## config.mk

```make
export PLATFORM = sky130hd
export DESIGN_NAME = cdr_readout_port
export DESIGN_NICKNAME = d
export VERILOG_FILES = /design/src/cdr_fifo.v /design/src/cdr_readout_port.v
export VERILOG_INCLUDE_DIRS = /design/src
export SDC_FILE = /design/constraint.sdc
export NUM_CORES = 1
export LEC_CHECK = 0
export BUFFER_PORTS_ARGS = -buffer_cell sky130_fd_sc_hd__buf_4
export CAP_MARGIN = 20
export CORE_AREA = 2 2 197 199
export CTS_CLUSTER_DIAMETER = 100
export DETAILED_ROUTE_END_ITERATION = 10
export DIE_AREA = 0 0 199 201
export HOLD_SLACK_MARGIN = 0.12
export PLACE_DENSITY = 0.79
export SLEW_MARGIN = 20
export SYNTH_ARGS = -nofsm -noshare
export SYNTH_HDL_FRONTEND = slang
export SYNTH_SLANG_ARGS = --single-unit
```

## constraint.sdc

```tcl
create_clock -name clock -period 4.46 [get_ports clock]
set_input_delay 0.223 -clock clock [delete_from_list [all_inputs] [get_ports clock]]
set_output_delay 0.223 -clock clock [all_outputs]
set_load 0.005 [all_outputs]
```

## src/cdr_defines.vh

```
// Purpose: Shared constants of the conversion data readout port
// Assumes: Master clock of the converter is the block clock (25 MHz)
// Notes:   Counts are in block clock cycles
`ifndef CDR_DEFINES_VH
`define CDR_DEFINES_VH

// Block clock periods per master clock period
`define CDR_MCLK_PER_CLK     1
// Autoreset timeout, in master clock periods
`define CDR_TIMEOUT_TCLK     65536
`define CDR_TIMEOUT_CYC      (`CDR_TIMEOUT_TCLK * `CDR_MCLK_PER_CLK)
// Transitions that must follow the first rising edge
`define CDR_TRANS_NEEDED     3'h7
// Recovery after an autoreset, in master clock periods
`define CDR_RECOVER_TCLK     4
`define CDR_RECOVER_CYC      (`CDR_RECOVER_TCLK * `CDR_MCLK_PER_CLK)
// High pulse of the ready output before an unread result is replaced
`define CDR_PULSE_TCLK       16
`define CDR_PULSE_CYC        (`CDR_PULSE_TCLK * `CDR_MCLK_PER_CLK)

// Command bytes
`define CDR_CMD_PRIM_A       8'h12
`define CDR_CMD_PRIM_B       8'h13
`define CDR_CMD_AUX_A        8'h14
`define CDR_CMD_AUX_B        8'h15
`define CDR_CMD_NOP          8'h00
// Constant pad byte of the auxiliary block
`define CDR_PAD_BYTE         8'h00
// Checksum start value
`define CDR_CHK_SEED         8'h00
// Status byte fields
`define CDR_ST_AUX_NEW       7
`define CDR_ST_PRIM_NEW      6
// Result widths and buffer shape
`define CDR_PRIM_W           32
`define CDR_AUX_W            24
`define CDR_FIFO_DEPTH       8
`define CDR_FIFO_AW          3

`endif

```

## src/cdr_fifo.v

```verilog
// Purpose: Small synchronous FIFO for conversion results
// Assumes: Single clock; push and pop may happen in the same cycle
// Notes:   Full and empty flags are registered
`timescale 1ns/10ps
`default_nettype none

module cdr_fifo #(
    parameter WIDTH = 32,
    parameter DEPTH = 8,
    parameter AW    = 3
) (
    // Clock and reset
    input  wire             clock,
    input  wire             reset_n,
    // Fill side
    input  wire             in_valid,
    output reg              in_ready,
    input  wire [WIDTH-1:0] in_data,
    // Drain side
    output reg              out_valid,
    input  wire             out_ready,
    output wire [WIDTH-1:0] out_data
);

reg [WIDTH-1:0] mem [0:DEPTH-1];
reg [AW-1:0]    wr_ptr;
reg [AW-1:0]    rd_ptr;
reg [AW:0]      count;

wire            push = in_valid & in_ready;
wire            pop  = out_valid & out_ready;
reg  [AW:0]     next_count;

assign out_data = mem[rd_ptr];

always @* begin
    next_count = count;
    if (push & ~pop) begin
        next_count = count + 1'b1;
    end else if (pop & ~push) begin
        next_count = count - 1'b1;
    end
end

always @(posedge clock) begin
    if (push) begin
        mem[wr_ptr] <= in_data;
    end
end

always @(posedge clock or negedge reset_n) begin
    if (!reset_n) begin
        wr_ptr    <= {AW{1'b0}};
        rd_ptr    <= {AW{1'b0}};
        count     <= {(AW+1){1'b0}};
        in_ready  <= 1'b0;
        out_valid <= 1'b0;
    end else begin
        if (push) begin
            wr_ptr <= (wr_ptr == DEPTH - 1) ? {AW{1'b0}} : wr_ptr + 1'b1;
        end
        if (pop) begin
            rd_ptr <= (rd_ptr == DEPTH - 1) ? {AW{1'b0}} : rd_ptr + 1'b1;
        end
        count     <= next_count;
        in_ready  <= (next_count != DEPTH);
        out_valid <= (next_count != {(AW+1){1'b0}});
    end
end

endmodule
`default_nettype wire

```

## src/cdr_readout_port.v

```verilog
// Purpose: Serial readout of conversion results with ready signalling
// Assumes: Serial pins are asynchronous and sampled by the block clock
// Notes:   Primary results arrive through a FIFO; other commands are passed out
// Functional notes
// - Timeout enabled: serial reset after 65536 periods
// - Ready high at reset, low per result
// - Continuous: first falling clock edge returns ready
// - Unread: ready pulses high 16 periods first
// - Next ready fall replaces earlier primary result
// - Pulse mode: high at start, low when ready
// - Shared pin follows ready while chip selected
// - New-data flag per converter, cleared by read
// - Auxiliary flag valid only in command readout
// - Primary to shifter and holding; auxiliary holding only
// - Commands decoded during direct readout; data-in low
// - Busy interface: new result to holding only
// - Configuration restart discards existing result
// - Four bytes, optional status, checksum; repeats
// - Command readout: MSB on first rising edge
// - Auxiliary: status, three bytes, pad 00h, checksum
// - Fresh command per read; others ignored meanwhile
// - 12h/13h read primary, 14h/15h auxiliary
// - Command readout: opcode falling edge returns ready
// - Seven transitions after rising edge restart counting
// - Timeout enable input, off after reset
// - Chip select high resets interface, releases pin
// - Sample data-in falling, drive output rising
`timescale 1ns/10ps
`default_nettype none
`include "cdr_defines.vh"

module cdr_readout_port #(
    parameter [16:0] TIMEOUT_CYCLES = `CDR_TIMEOUT_CYC
) (
    // Clock and reset
    input  wire        clock,
    input  wire        reset_n,
    // Serial pins
    input  wire        cs_n_pin,
    input  wire        sclk_pin,
    input  wire        din_pin,
    output reg         shared_out_ready_pin,
    output reg         shared_out_ready_pin_oe,
    output reg         ready_out_n,
    // Configuration
    input  wire        timeout_enable,
    input  wire        status_enable,
    input  wire        checksum_enable,
    input  wire        pulse_mode,
    input  wire        reg_access_busy,
    input  wire        config_restart,
    input  wire        conversion_start,
    input  wire [5:0]  status_low,
    // Primary converter results
    input  wire        prim_valid,
    output wire        prim_ready,
    input  wire [31:0] prim_data,
    // Auxiliary converter results
    input  wire        aux_valid,
    input  wire [23:0] aux_data,
    // Commands passed to the command decoder
    output reg         cmd_strobe,
    output reg  [7:0]  cmd_byte
);

localparam ST_DIRECT = 1'b0;
localparam ST_CMD    = 1'b1;
localparam [31:0] RECOVER_CYC = `CDR_RECOVER_CYC, PULSE_CYC = `CDR_PULSE_CYC;

////////////////////////////////////////////////////////////////////////////////
// Pin synchronisers

reg cs_s1, cs_s2, sclk_s1, sclk_s2, sclk_s3, din_s1, din_s2;

always @(posedge clock or negedge reset_n) begin
    if (!reset_n) begin
        cs_s1   <= 1'b1;
        cs_s2   <= 1'b1;
        sclk_s1 <= 1'b0;
        sclk_s2 <= 1'b0;
        sclk_s3 <= 1'b0;
        din_s1  <= 1'b0;
        din_s2  <= 1'b0;
    end else begin
        cs_s1   <= cs_n_pin;
        cs_s2   <= cs_s1;
        sclk_s1 <= sclk_pin;
        sclk_s2 <= sclk_s1;
        sclk_s3 <= sclk_s2;
        din_s1  <= din_pin;
        din_s2  <= din_s1;
    end
end

////////////////////////////////////////////////////////////////////////////////
// Result buffer

wire        f_valid;
wire [31:0] f_data;
wire        f_pop;

cdr_fifo #(
    .WIDTH (`CDR_PRIM_W),
    .DEPTH (`CDR_FIFO_DEPTH),
    .AW    (`CDR_FIFO_AW)
) u_fifo (
    .clock     (clock),
    .reset_n   (reset_n),
    .in_valid  (prim_valid),
    .in_ready  (prim_ready),
    .in_data   (prim_data),
    .out_valid (f_valid),
    .out_ready (f_pop),
    .out_data  (f_data)
);

////////////////////////////////////////////////////////////////////////////////
// Autoreset and edge qualification

reg        to_run;
reg [16:0] to_timer;
reg [2:0]  to_trans;
reg [2:0]  guard_cnt;

wire cs_act   = ~cs_s2;
wire raw_rise = sclk_s2 & ~sclk_s3;
wire raw_fall = ~sclk_s2 & sclk_s3;
wire to_fire  = to_run & (to_timer == TIMEOUT_CYCLES - 17'h1);
wire edge_ok  = cs_act & (guard_cnt == 3'h0);
wire rise     = raw_rise & edge_ok;
wire fall     = raw_fall & edge_ok;
wire ser_rst  = ~cs_act | to_fire;

always @(posedge clock or negedge reset_n) begin
    if (!reset_n) begin
        to_run    <= 1'b0;
        to_timer  <= 17'h0;
        to_trans  <= 3'h0;
        guard_cnt <= 3'h0;
    end else begin
        if (guard_cnt != 3'h0) begin
            guard_cnt <= guard_cnt - 3'h1;
        end
        if (!timeout_enable || !cs_act) begin
            to_run <= 1'b0;
        end else if (to_fire) begin
            to_run    <= 1'b0;
            guard_cnt <= RECOVER_CYC[2:0];
        end else if (!to_run) begin
            if (rise) begin
                to_run   <= 1'b1;
                to_timer <= 17'h0;
                to_trans <= 3'h0;
            end
        end else begin
            to_timer <= to_timer + 17'h1;
            if (rise | fall) begin
                if (to_trans == `CDR_TRANS_NEEDED - 3'h1) begin
                    to_run <= 1'b0;
                end
                to_trans <= to_trans + 3'h1;
            end
        end
    end
end

////////////////////////////////////////////////////////////////////////////////
// Byte sequence

function [7:0] byte_at;
    input [2:0]  pos;
    input [31:0] word;
    input [7:0]  status;
    input        st_en;
    input        aux;
    reg   [2:0]  idx;
    reg   [7:0]  lo;
    begin
        idx = pos - {2'b00, st_en};
        lo  = aux ? `CDR_PAD_BYTE : word[7:0];
        if (st_en && pos == 3'h0) begin
            byte_at = status;
        end else begin
            case (idx)
                3'h0:    byte_at = word[31:24];
                3'h1:    byte_at = word[23:16];
                3'h2:    byte_at = word[15:8];
                3'h3:    byte_at = lo;
                default: byte_at = `CDR_CHK_SEED + word[31:24] + word[23:16] + word[15:8] + lo;
            endcase
        end
    end
endfunction

reg        state;
reg        cmd_aux;
reg [2:0]  bit_pos;
reg [2:0]  byte_pos;
reg [7:0]  rx_byte;
reg        shifting;
reg [31:0] hold_prim;
reg [31:0] out_shift;
reg [23:0] hold_aux;
reg        prim_new;
reg        aux_new;
reg [31:0] cmd_word;
reg [7:0]  cmd_status;
reg [4:0]  pulse_cnt;

wire [2:0] seq_len  = 3'h4 + {2'b00, status_enable} + {2'b00, checksum_enable};
wire [7:0] dir_stat = {1'b0, prim_new, status_low};
wire [7:0] cur_byte = (state == ST_CMD)
                    ? byte_at(byte_pos, cmd_word, cmd_status, status_enable, cmd_aux)
                    : byte_at(byte_pos, out_shift, dir_stat, status_enable, 1'b0);
wire       last_bit = (bit_pos == 3'h7);
wire       seq_end  = last_bit & (byte_pos == seq_len - 3'h1);
wire [7:0] rx_full  = {rx_byte[6:0], din_s2};
wire       busy     = shifting | (state == ST_CMD) | reg_access_busy;
wire       hold_off = ~pulse_mode & ~ready_out_n;

assign f_pop = f_valid & ((pulse_cnt != 5'h0) ? (pulse_cnt == 5'h1) : ~hold_off);

////////////////////////////////////////////////////////////////////////////////
// Ready signalling

reg next_ready;
reg next_shift;

always @* begin
    next_ready = ready_out_n;
    next_shift = shifting;
    if (ser_rst) begin
        next_shift = 1'b0;
    end else if (rise) begin
        next_shift = 1'b1;
    end else if (fall && seq_end) begin
        next_shift = 1'b0;
    end
    if (fall && !pulse_mode) begin
        next_ready = 1'b1;
    end
    if (pulse_mode && conversion_start) begin
        next_ready = 1'b1;
    end
    if (f_valid && pulse_cnt == 5'h0 && hold_off) begin
        next_ready = 1'b1;
    end
    if (config_restart) begin
        next_ready = 1'b1;
    end
    if (f_pop && !config_restart) begin
        next_ready = 1'b0;
        if (!busy) begin
            next_shift = 1'b0;
        end
    end
end

////////////////////////////////////////////////////////////////////////////////
// Serial engine and result registers

always @(posedge clock or negedge reset_n) begin
    if (!reset_n) begin
        ready_out_n             <= 1'b1;
        shared_out_ready_pin    <= 1'b1;
        shared_out_ready_pin_oe <= 1'b0;
        cmd_strobe              <= 1'b0;
        cmd_byte                <= 8'h00;
        state                   <= ST_DIRECT;
        cmd_aux                 <= 1'b0;
        bit_pos                 <= 3'h0;
        byte_pos                <= 3'h0;
        rx_byte                 <= 8'h00;
        shifting                <= 1'b0;
        hold_prim               <= 32'h0;
        out_shift               <= 32'h0;
        hold_aux                <= 24'h0;
        prim_new                <= 1'b0;
        aux_new                 <= 1'b0;
        cmd_word                <= 32'h0;
        cmd_status              <= 8'h00;
        pulse_cnt               <= 5'h0;
    end else begin
        cmd_strobe              <= 1'b0;
        ready_out_n             <= next_ready;
        shifting                <= next_shift;
        shared_out_ready_pin_oe <= cs_act;
        if (ser_rst) begin
            state    <= ST_DIRECT;
            bit_pos  <= 3'h0;
            byte_pos <= 3'h0;
            rx_byte  <= 8'h00;
        end else if (fall) begin
            rx_byte <= rx_full;
            bit_pos <= bit_pos + 3'h1;
            if (last_bit) begin
                byte_pos <= seq_end ? 3'h0 : byte_pos + 3'h1;
                if (state == ST_CMD) begin
                    if (seq_end) begin
                        state <= ST_DIRECT;
                    end
                end else if (rx_full == `CDR_CMD_PRIM_A || rx_full == `CDR_CMD_PRIM_B) begin
                    state      <= ST_CMD;
                    cmd_aux    <= 1'b0;
                    byte_pos   <= 3'h0;
                    cmd_word   <= hold_prim;
                    cmd_status <= {aux_new, prim_new, status_low};
                    prim_new   <= 1'b0;
                end else if (rx_full == `CDR_CMD_AUX_A || rx_full == `CDR_CMD_AUX_B) begin
                    state      <= ST_CMD;
                    cmd_aux    <= 1'b1;
                    byte_pos   <= 3'h0;
                    cmd_word   <= {hold_aux, `CDR_PAD_BYTE};
                    cmd_status <= {aux_new, prim_new, 6'h00};
                    aux_new    <= 1'b0;
                end else begin
                    if (rx_full != `CDR_CMD_NOP) begin
                        cmd_strobe <= 1'b1;
                        cmd_byte   <= rx_full;
                    end
                    if (seq_end) begin
                        prim_new <= 1'b0;
                    end
                end
            end
        end
        // Pin holds the last data bit until, with no readout shifting, the ready level moves or a serial reset occurs
        if (rise && !ser_rst) begin
            shared_out_ready_pin <= cur_byte[~bit_pos];
        end else if (!next_shift && (ser_rst || next_ready != ready_out_n)) begin
            shared_out_ready_pin <= next_ready;
        end
        // Pulse ahead of replacing an unread result
        if (config_restart) begin
            pulse_cnt <= 5'h0;
        end else if (pulse_cnt != 5'h0) begin
            pulse_cnt <= pulse_cnt - 5'h1;
        end else if (f_valid && hold_off) begin
            pulse_cnt <= PULSE_CYC[4:0];
        end
        if (aux_valid) begin
            hold_aux <= aux_data;
            aux_new  <= 1'b1;
        end
        if (config_restart) begin
            hold_prim <= 32'h0;
            out_shift <= 32'h0;
            prim_new  <= 1'b0;
        end else if (f_pop) begin
            hold_prim <= f_data;
            prim_new  <= 1'b1;
            if (!busy) begin
                out_shift <= f_data;
                byte_pos  <= 3'h0;
                bit_pos   <= 3'h0;
            end
        end
    end
end

endmodule
`default_nettype wire

```

Word level (Yosys, flattened, before mapping)
Memories as Yosys holds them, arrays and structs flattened.
Cells that the tools add are included.
Word-level totals
  register bits: 206
  RAM bits: 256
  output and inout port bits: 13
  logic and storage cells: 263
  memories: 1
Cells by class
  $add $sub $neg: 20
  magnitude comparators: 1
  equal/unequal tests: 24
  multiplexer cells: 102
  bitwise operators: 32
  reduce and logical (&&, ||, !) cells: 48
Memory list
  u_fifo.mem: depth 8, width 32, rd ports 1, clocked after memory_dff 0, write ports 1, line cdr_fifo.v:25  | reg [WIDTH-1:0] mem [0:DEPTH-1];
Operators with widths (number)
  32-bit two-way mux: 7
  3-bit two-way mux: 23
  8-bit case mux with 4 select lines: 2
  1-bit two-way mux: 54
  8-bit adder: 6
  8-bit two-way mux: 6
  17-bit two-way mux: 2
  8-bit by 5-bit equality test with 1-bit output (second input constant): 4
  2-bit nonzero test: 9
  17-bit by 1-bit adder with 17-bit output (second input constant): 1
  17-bit by 16-bit equality test with 1-bit output (second input constant): 1
  3-bit by 1-bit adder with 3-bit output (second input constant): 5
  5-bit two-way mux: 3
  7-bit two-way mux: 2
  1-bit NOT: 14
  1-bit bitwise AND: 13
  3-bit equality test (second input constant): 4
  6-bit AND reduction: 2
  3-bit nonzero test: 4
  1-bit logical AND: 10
  3-bit logical NOT: 3
  4-bit two-way mux: 2
  2-bit inequality test (second input constant): 4
  4-bit inequality test (second input constant): 2
  other kinds (29): 44

Logic depth before layout (Yosys ltp)
  word-level depth: 15
  gate-level depth with buffers: 14

Hierarchy
A second synthesis with hierarchy kept.
Unflattened totals
  cell total of the unflattened synthesis: 1519
  area total of the unflattened synthesis: 20962.6 sq um
By module, submodules not included
  cdr_readout_port: times used 1, cells each 1072, area an instance 10613.9 sq um
  cdr_fifo: times used 1, cells each 447, area an instance 10348.7 sq um

Worst setup path before layout
No wires, ideal clock.
  kind: reg2reg
  start: register u_fifo.in_ready
  end: memory u_fifo.mem[0][0], enable pin
  arrival: 3.167 ns
  setup slack: 0.832 ns
  stages on the path, launching flop included: 5
  clock period less this slack: 3.628 ns
  cell sequence: dfrtp_1 > nand2_1 > clkbuf_1 > or2_2 > nor3_1
Between the ends
  longest elaborated chain between the ends: 3
RTL lines
  from (decl): line cdr_fifo.v:17  | output reg in_ready,
  from (signal assigned): line cdr_fifo.v:66  | in_ready <= (next_count != DEPTH);
  1-bit bitwise AND: line cdr_fifo.v:30  | wire push = in_valid & in_ready;
  1-bit two-way mux: line cdr_fifo.v:46  | if (push) begin
  1-bit two-way mux (implied by the code): line cdr_fifo.v:47  | mem[wr_ptr] <= in_data;
  to (decl): line cdr_fifo.v:25
No other way between the ends.

Final worst setup path
  start: register out_shift[2]
  end: register shared_out_ready_pin
Between the ends
  longest elaborated chain between the ends: 7
RTL lines
  from (decl): line cdr_readout_port.v:202  | reg [31:0] out_shift;
  from (signal assigned): line cdr_readout_port.v:353  | out_shift <= f_data;
  8-bit adder (no source line)
  8-bit case mux with 4 select lines (*): line cdr_readout_port.v:184  | case (idx)
  8-bit two-way mux (*): line cdr_readout_port.v:181  | if (st_en && pos == 3'h0) begin
  8-bit two-way mux (*): line cdr_readout_port.v:213  | ? byte_at(byte_pos, cmd_word, cmd_status, status_enable, cmd_aux)
  1-bit binary-select mux with 3-bit select (*): line cdr_readout_port.v:329  | shared_out_ready_pin <= cur_byte[~bit_pos];
  1-bit two-way mux (implied by the code) (*): line cdr_readout_port.v:329
  1-bit two-way mux (*): line cdr_readout_port.v:328  | if (rise && !ser_rst) begin
  to (signal assigned): line cdr_readout_port.v:329
  to (signal assigned): line cdr_readout_port.v:331  | shared_out_ready_pin <= next_ready;
  to (decl): line cdr_readout_port.v:42  | output reg shared_out_ready_pin,
Every way passes the cells marked *; elsewhere a longest branch is shown, timed or not. The select of a mux whose other input is x is not followed.
A chain may end at the register's enable or synchronous reset.

==> reports/metrics.yaml <==
fin_crit_sh_pct: 84.1
clk_pin_slew_worst_paths_ns: 0.06
status: "completed"
crit_type: "flop to flop"
die_area_um2: 40000
antenna_found_initial: 1
worst-path-buf-inv: 2
cp.arrival_ns: 4.28
grt_max_degree: 118
p_total_mw: 13.3
start_util_pct: 54.0
cts_made_buffers: 48
place_inst: 1968
dpl.hpwl_mm: 28.8
period_minus_slack_ns: 3.75
ir_drop_uv: 458
cts_tree: "built"
synth_area_leaders: "edfxtp_1 (37%), dfrtp_1 (25%), mux4_2 (7.9%), mux2_2 (3.5%), mux2i_1 (3.3%)"
clock_skew_ns: 0.0248
fp.dieH_um: 201
ys_async_sr_fraction_pct: 44.6
yosysTopAreaCellShare_pct: 37.3
cts.sinks: 462
die_x_um: 199
syn_area_um2: 20600
synth_warnings: 0
fillers: 2720
ys_ff_latch: 462
routed_via_density: 5.81
maxCapViolCount: 0
worst_pin_slew_ns: 1.06
cp.required_ns: 4.99
synth_cells: 1407
worstPathCellList: "inv_1 -> fa_1 -> fa_1 -> inv_1 -> ha_1 -> a211oi_1 -> o211ai_1 -> a31o_2 -> a211o_1 -> a2111oi_0 -> o32a_1"
grt_setup_unrepaired: "false"
wl_per_cell_um: 21.2
startpoint_type: "flop"
port_buffers: 88
ys.flop_type: "edfxtp_1"
multi_input_area_um2: 7210
critPathSlowestCell: "fa_1"
slew_headroom_pct: 28.5
fmax_ghz: 0.267
finalSetupTns_ns: 0
cp_max_fo: 3
path_delay_family: "compound AO/OA/AOI/OAI gates"
synth_edf_count: 256
synth_cell_types: 69
grt_pass1_wl_mm: 71.0
io_pins: 89
antenna_left: 0
cts_setup_buffers: 0
rows: 72
final_cell_mix: "edfxtp_1 (256), dfrtp_1 (199), buf_4 (110), inv_1 (90), nor2_1 (86)"
synth_top_cell_by_area: "edfxtp_1"
drc: 0
drt_iter0_drc: 896
p_per_area_nw_per_um2: 549
grt_pass1_vias: 12900
synth_nets: 1546
antennaDiodeCount: 0
coreArea_um2: 38100
ctsResizeCount: 0
routabilityCongestion: 0.897
dr.pass1.iters: 5
drive_above_1_share_pct: 21.7
clockRootBuffer: "clkbuf_16"
hp-class: "input pin to flop"
setup_violations: 0
synth.avg_cell_area_um2: 14.6
p_leak_nw: 9.50
yosysSeqAreaShare_pct: 62.4
h-tree-depth: 2
slowest_delay_ns: 0.57
endpoint_kind: "flop"
hold_violations: 0
max-clock-path-buffers: 3
register_area_um2: 12900
slew_violations: 0
grt_overflow: 0
vias: 12400
wl_mm: 45.1
nets: 1712
track_usage_pct: 23.3
area_growth_pct: 17.4
clk_latency_ns: 0.59
final_common_cell: "edfxtp_1"
fin_cells: 2126
[per-stage QoR]
step	area (um2)	hold WS [ns]	utilization (%)	setup WS, ns
after detailed placement	21900	0.333	57.5	0.812
after floorplan	20600	-0.0726	-	0.832
after global placement	21900	0.334	57.5	0.871
after global routing	24200	0.279	63.4	0.579
final	24200	0.237	63.4	0.711
after CTS	24200	0.204	63.4	0.766
[kinds of logic (layout without fill, tap and decap cells)]
group / after synthesis / count (layout) / synth area share [%]
AO/OA/AOI/OAI: 211 / 211 / 7.18
XOR/XNOR: 41 / 41 / 1.74
adder cells (fa/ha/maj): 63 / 63 / 4.85
buffers and inverters: 159 / 360 / 3.01
flip-flops: 462 / 462 / 62.4
multiplexers: 203 / 203 / 14.6
AND/OR/NAND/NOR: 268 / 268 / 6.19
[power by group]
group	switching [mW]	internal, mW
logic	1.91	1.75
registers	0.542	5.18
clock network	1.65	2.25
total	4.10	9.18
[layout make-up]
| class | count | area share [%] |
|---|---|---|
| Sequential cell | 462 | 53.2 |
| Multi-Input combinational cell | 786 | 29.8 |
| Timing Repair Buffer | 185 | 6.58 |
| Clock buffer | 65 | 5.44 |
| Tap cell | 518 | 2.68 |
| Inverter | 90 | 1.40 |
| Clock inverter | 20 | 0.937 |
[sequential cells by signal, summed over array words and instances (netlist names), 3 cells and up]
register	flops
byte_pos	3
u_fifo.mem	256
hold_prim	32
u_fifo.rd_ptr	3
guard_cnt	3
to_trans	3
rx_byte	7
to_timer	17
cmd_word	32
hold_aux	24
bit_pos	3
cmd_status	8
u_fifo.wr_ptr	3
pulse_cnt	5
out_shift	32
cmd_byte	8
u_fifo.count	4
[synth_stat cells, drive strengths merged (19+ instances only)]
library cell  count
edfxtp          256
dfrtp           202
nor2             93
inv              90
nand2            77
mux4             72
mux2i            67
mux2             64
o21ai            52
clkbuf           46
a22o             40
a21oi            36
ha               35
fa               28
xnor2            28
buf              23
a21o             21
nand2b           19
[worst paths after layout]
check                                              start                          endpoint  slack [ns]  depth (start not counted)
worst max-delay path            out_shift[2]$_DFFE_PN0P_  shared_out_ready_pin$_DFFE_PN1P_        0.71                         11
worst min-delay path                          prim_valid      u_fifo.wr_ptr[1]$_DFFE_PN0P_        0.24                          4
worst max register to register  out_shift[2]$_DFFE_PN0P_  shared_out_ready_pin$_DFFE_PN1P_        0.71                         11
worst min register to register          din_s1$_DFF_PN0_                  din_s2$_DFF_PN0_        0.35                          0
max in group asynchronous                        reset_n      u_fifo.rd_ptr[0]$_DFFE_PN0P_        3.10                          3
min in group asynchronous                        reset_n          to_timer[15]$_DFFE_PN0P_        0.35                          2
[tightest hold or removal path: stages]
cell and delay [ns]:
buf_4 0.09, nand2_1 0.25, nand2_1 0.15, o21ai_0 0.07
[routing by layer]
metal / vias up / GRT usage, % / wire length (um)
met2: 354 / 39.5 / 22700
li1: 5544 / - / -
met3: 104 / 3.88 / 2180
met1: 6348 / 30.3 / 18600
met5: - / 0 / 13
met4: 2 / 8.74 / 1530
[what timing repair did]
| item | 4_1_cts | 5_1_grt |
|---|---|---|
| endpoints found under the hold margin | 416 | 0 |
| endpoints found under the setup margin | 0 | 0 |
| hold buffers | 73 | 0 |
No activity file was read; power rests on OpenSTA's default activity.
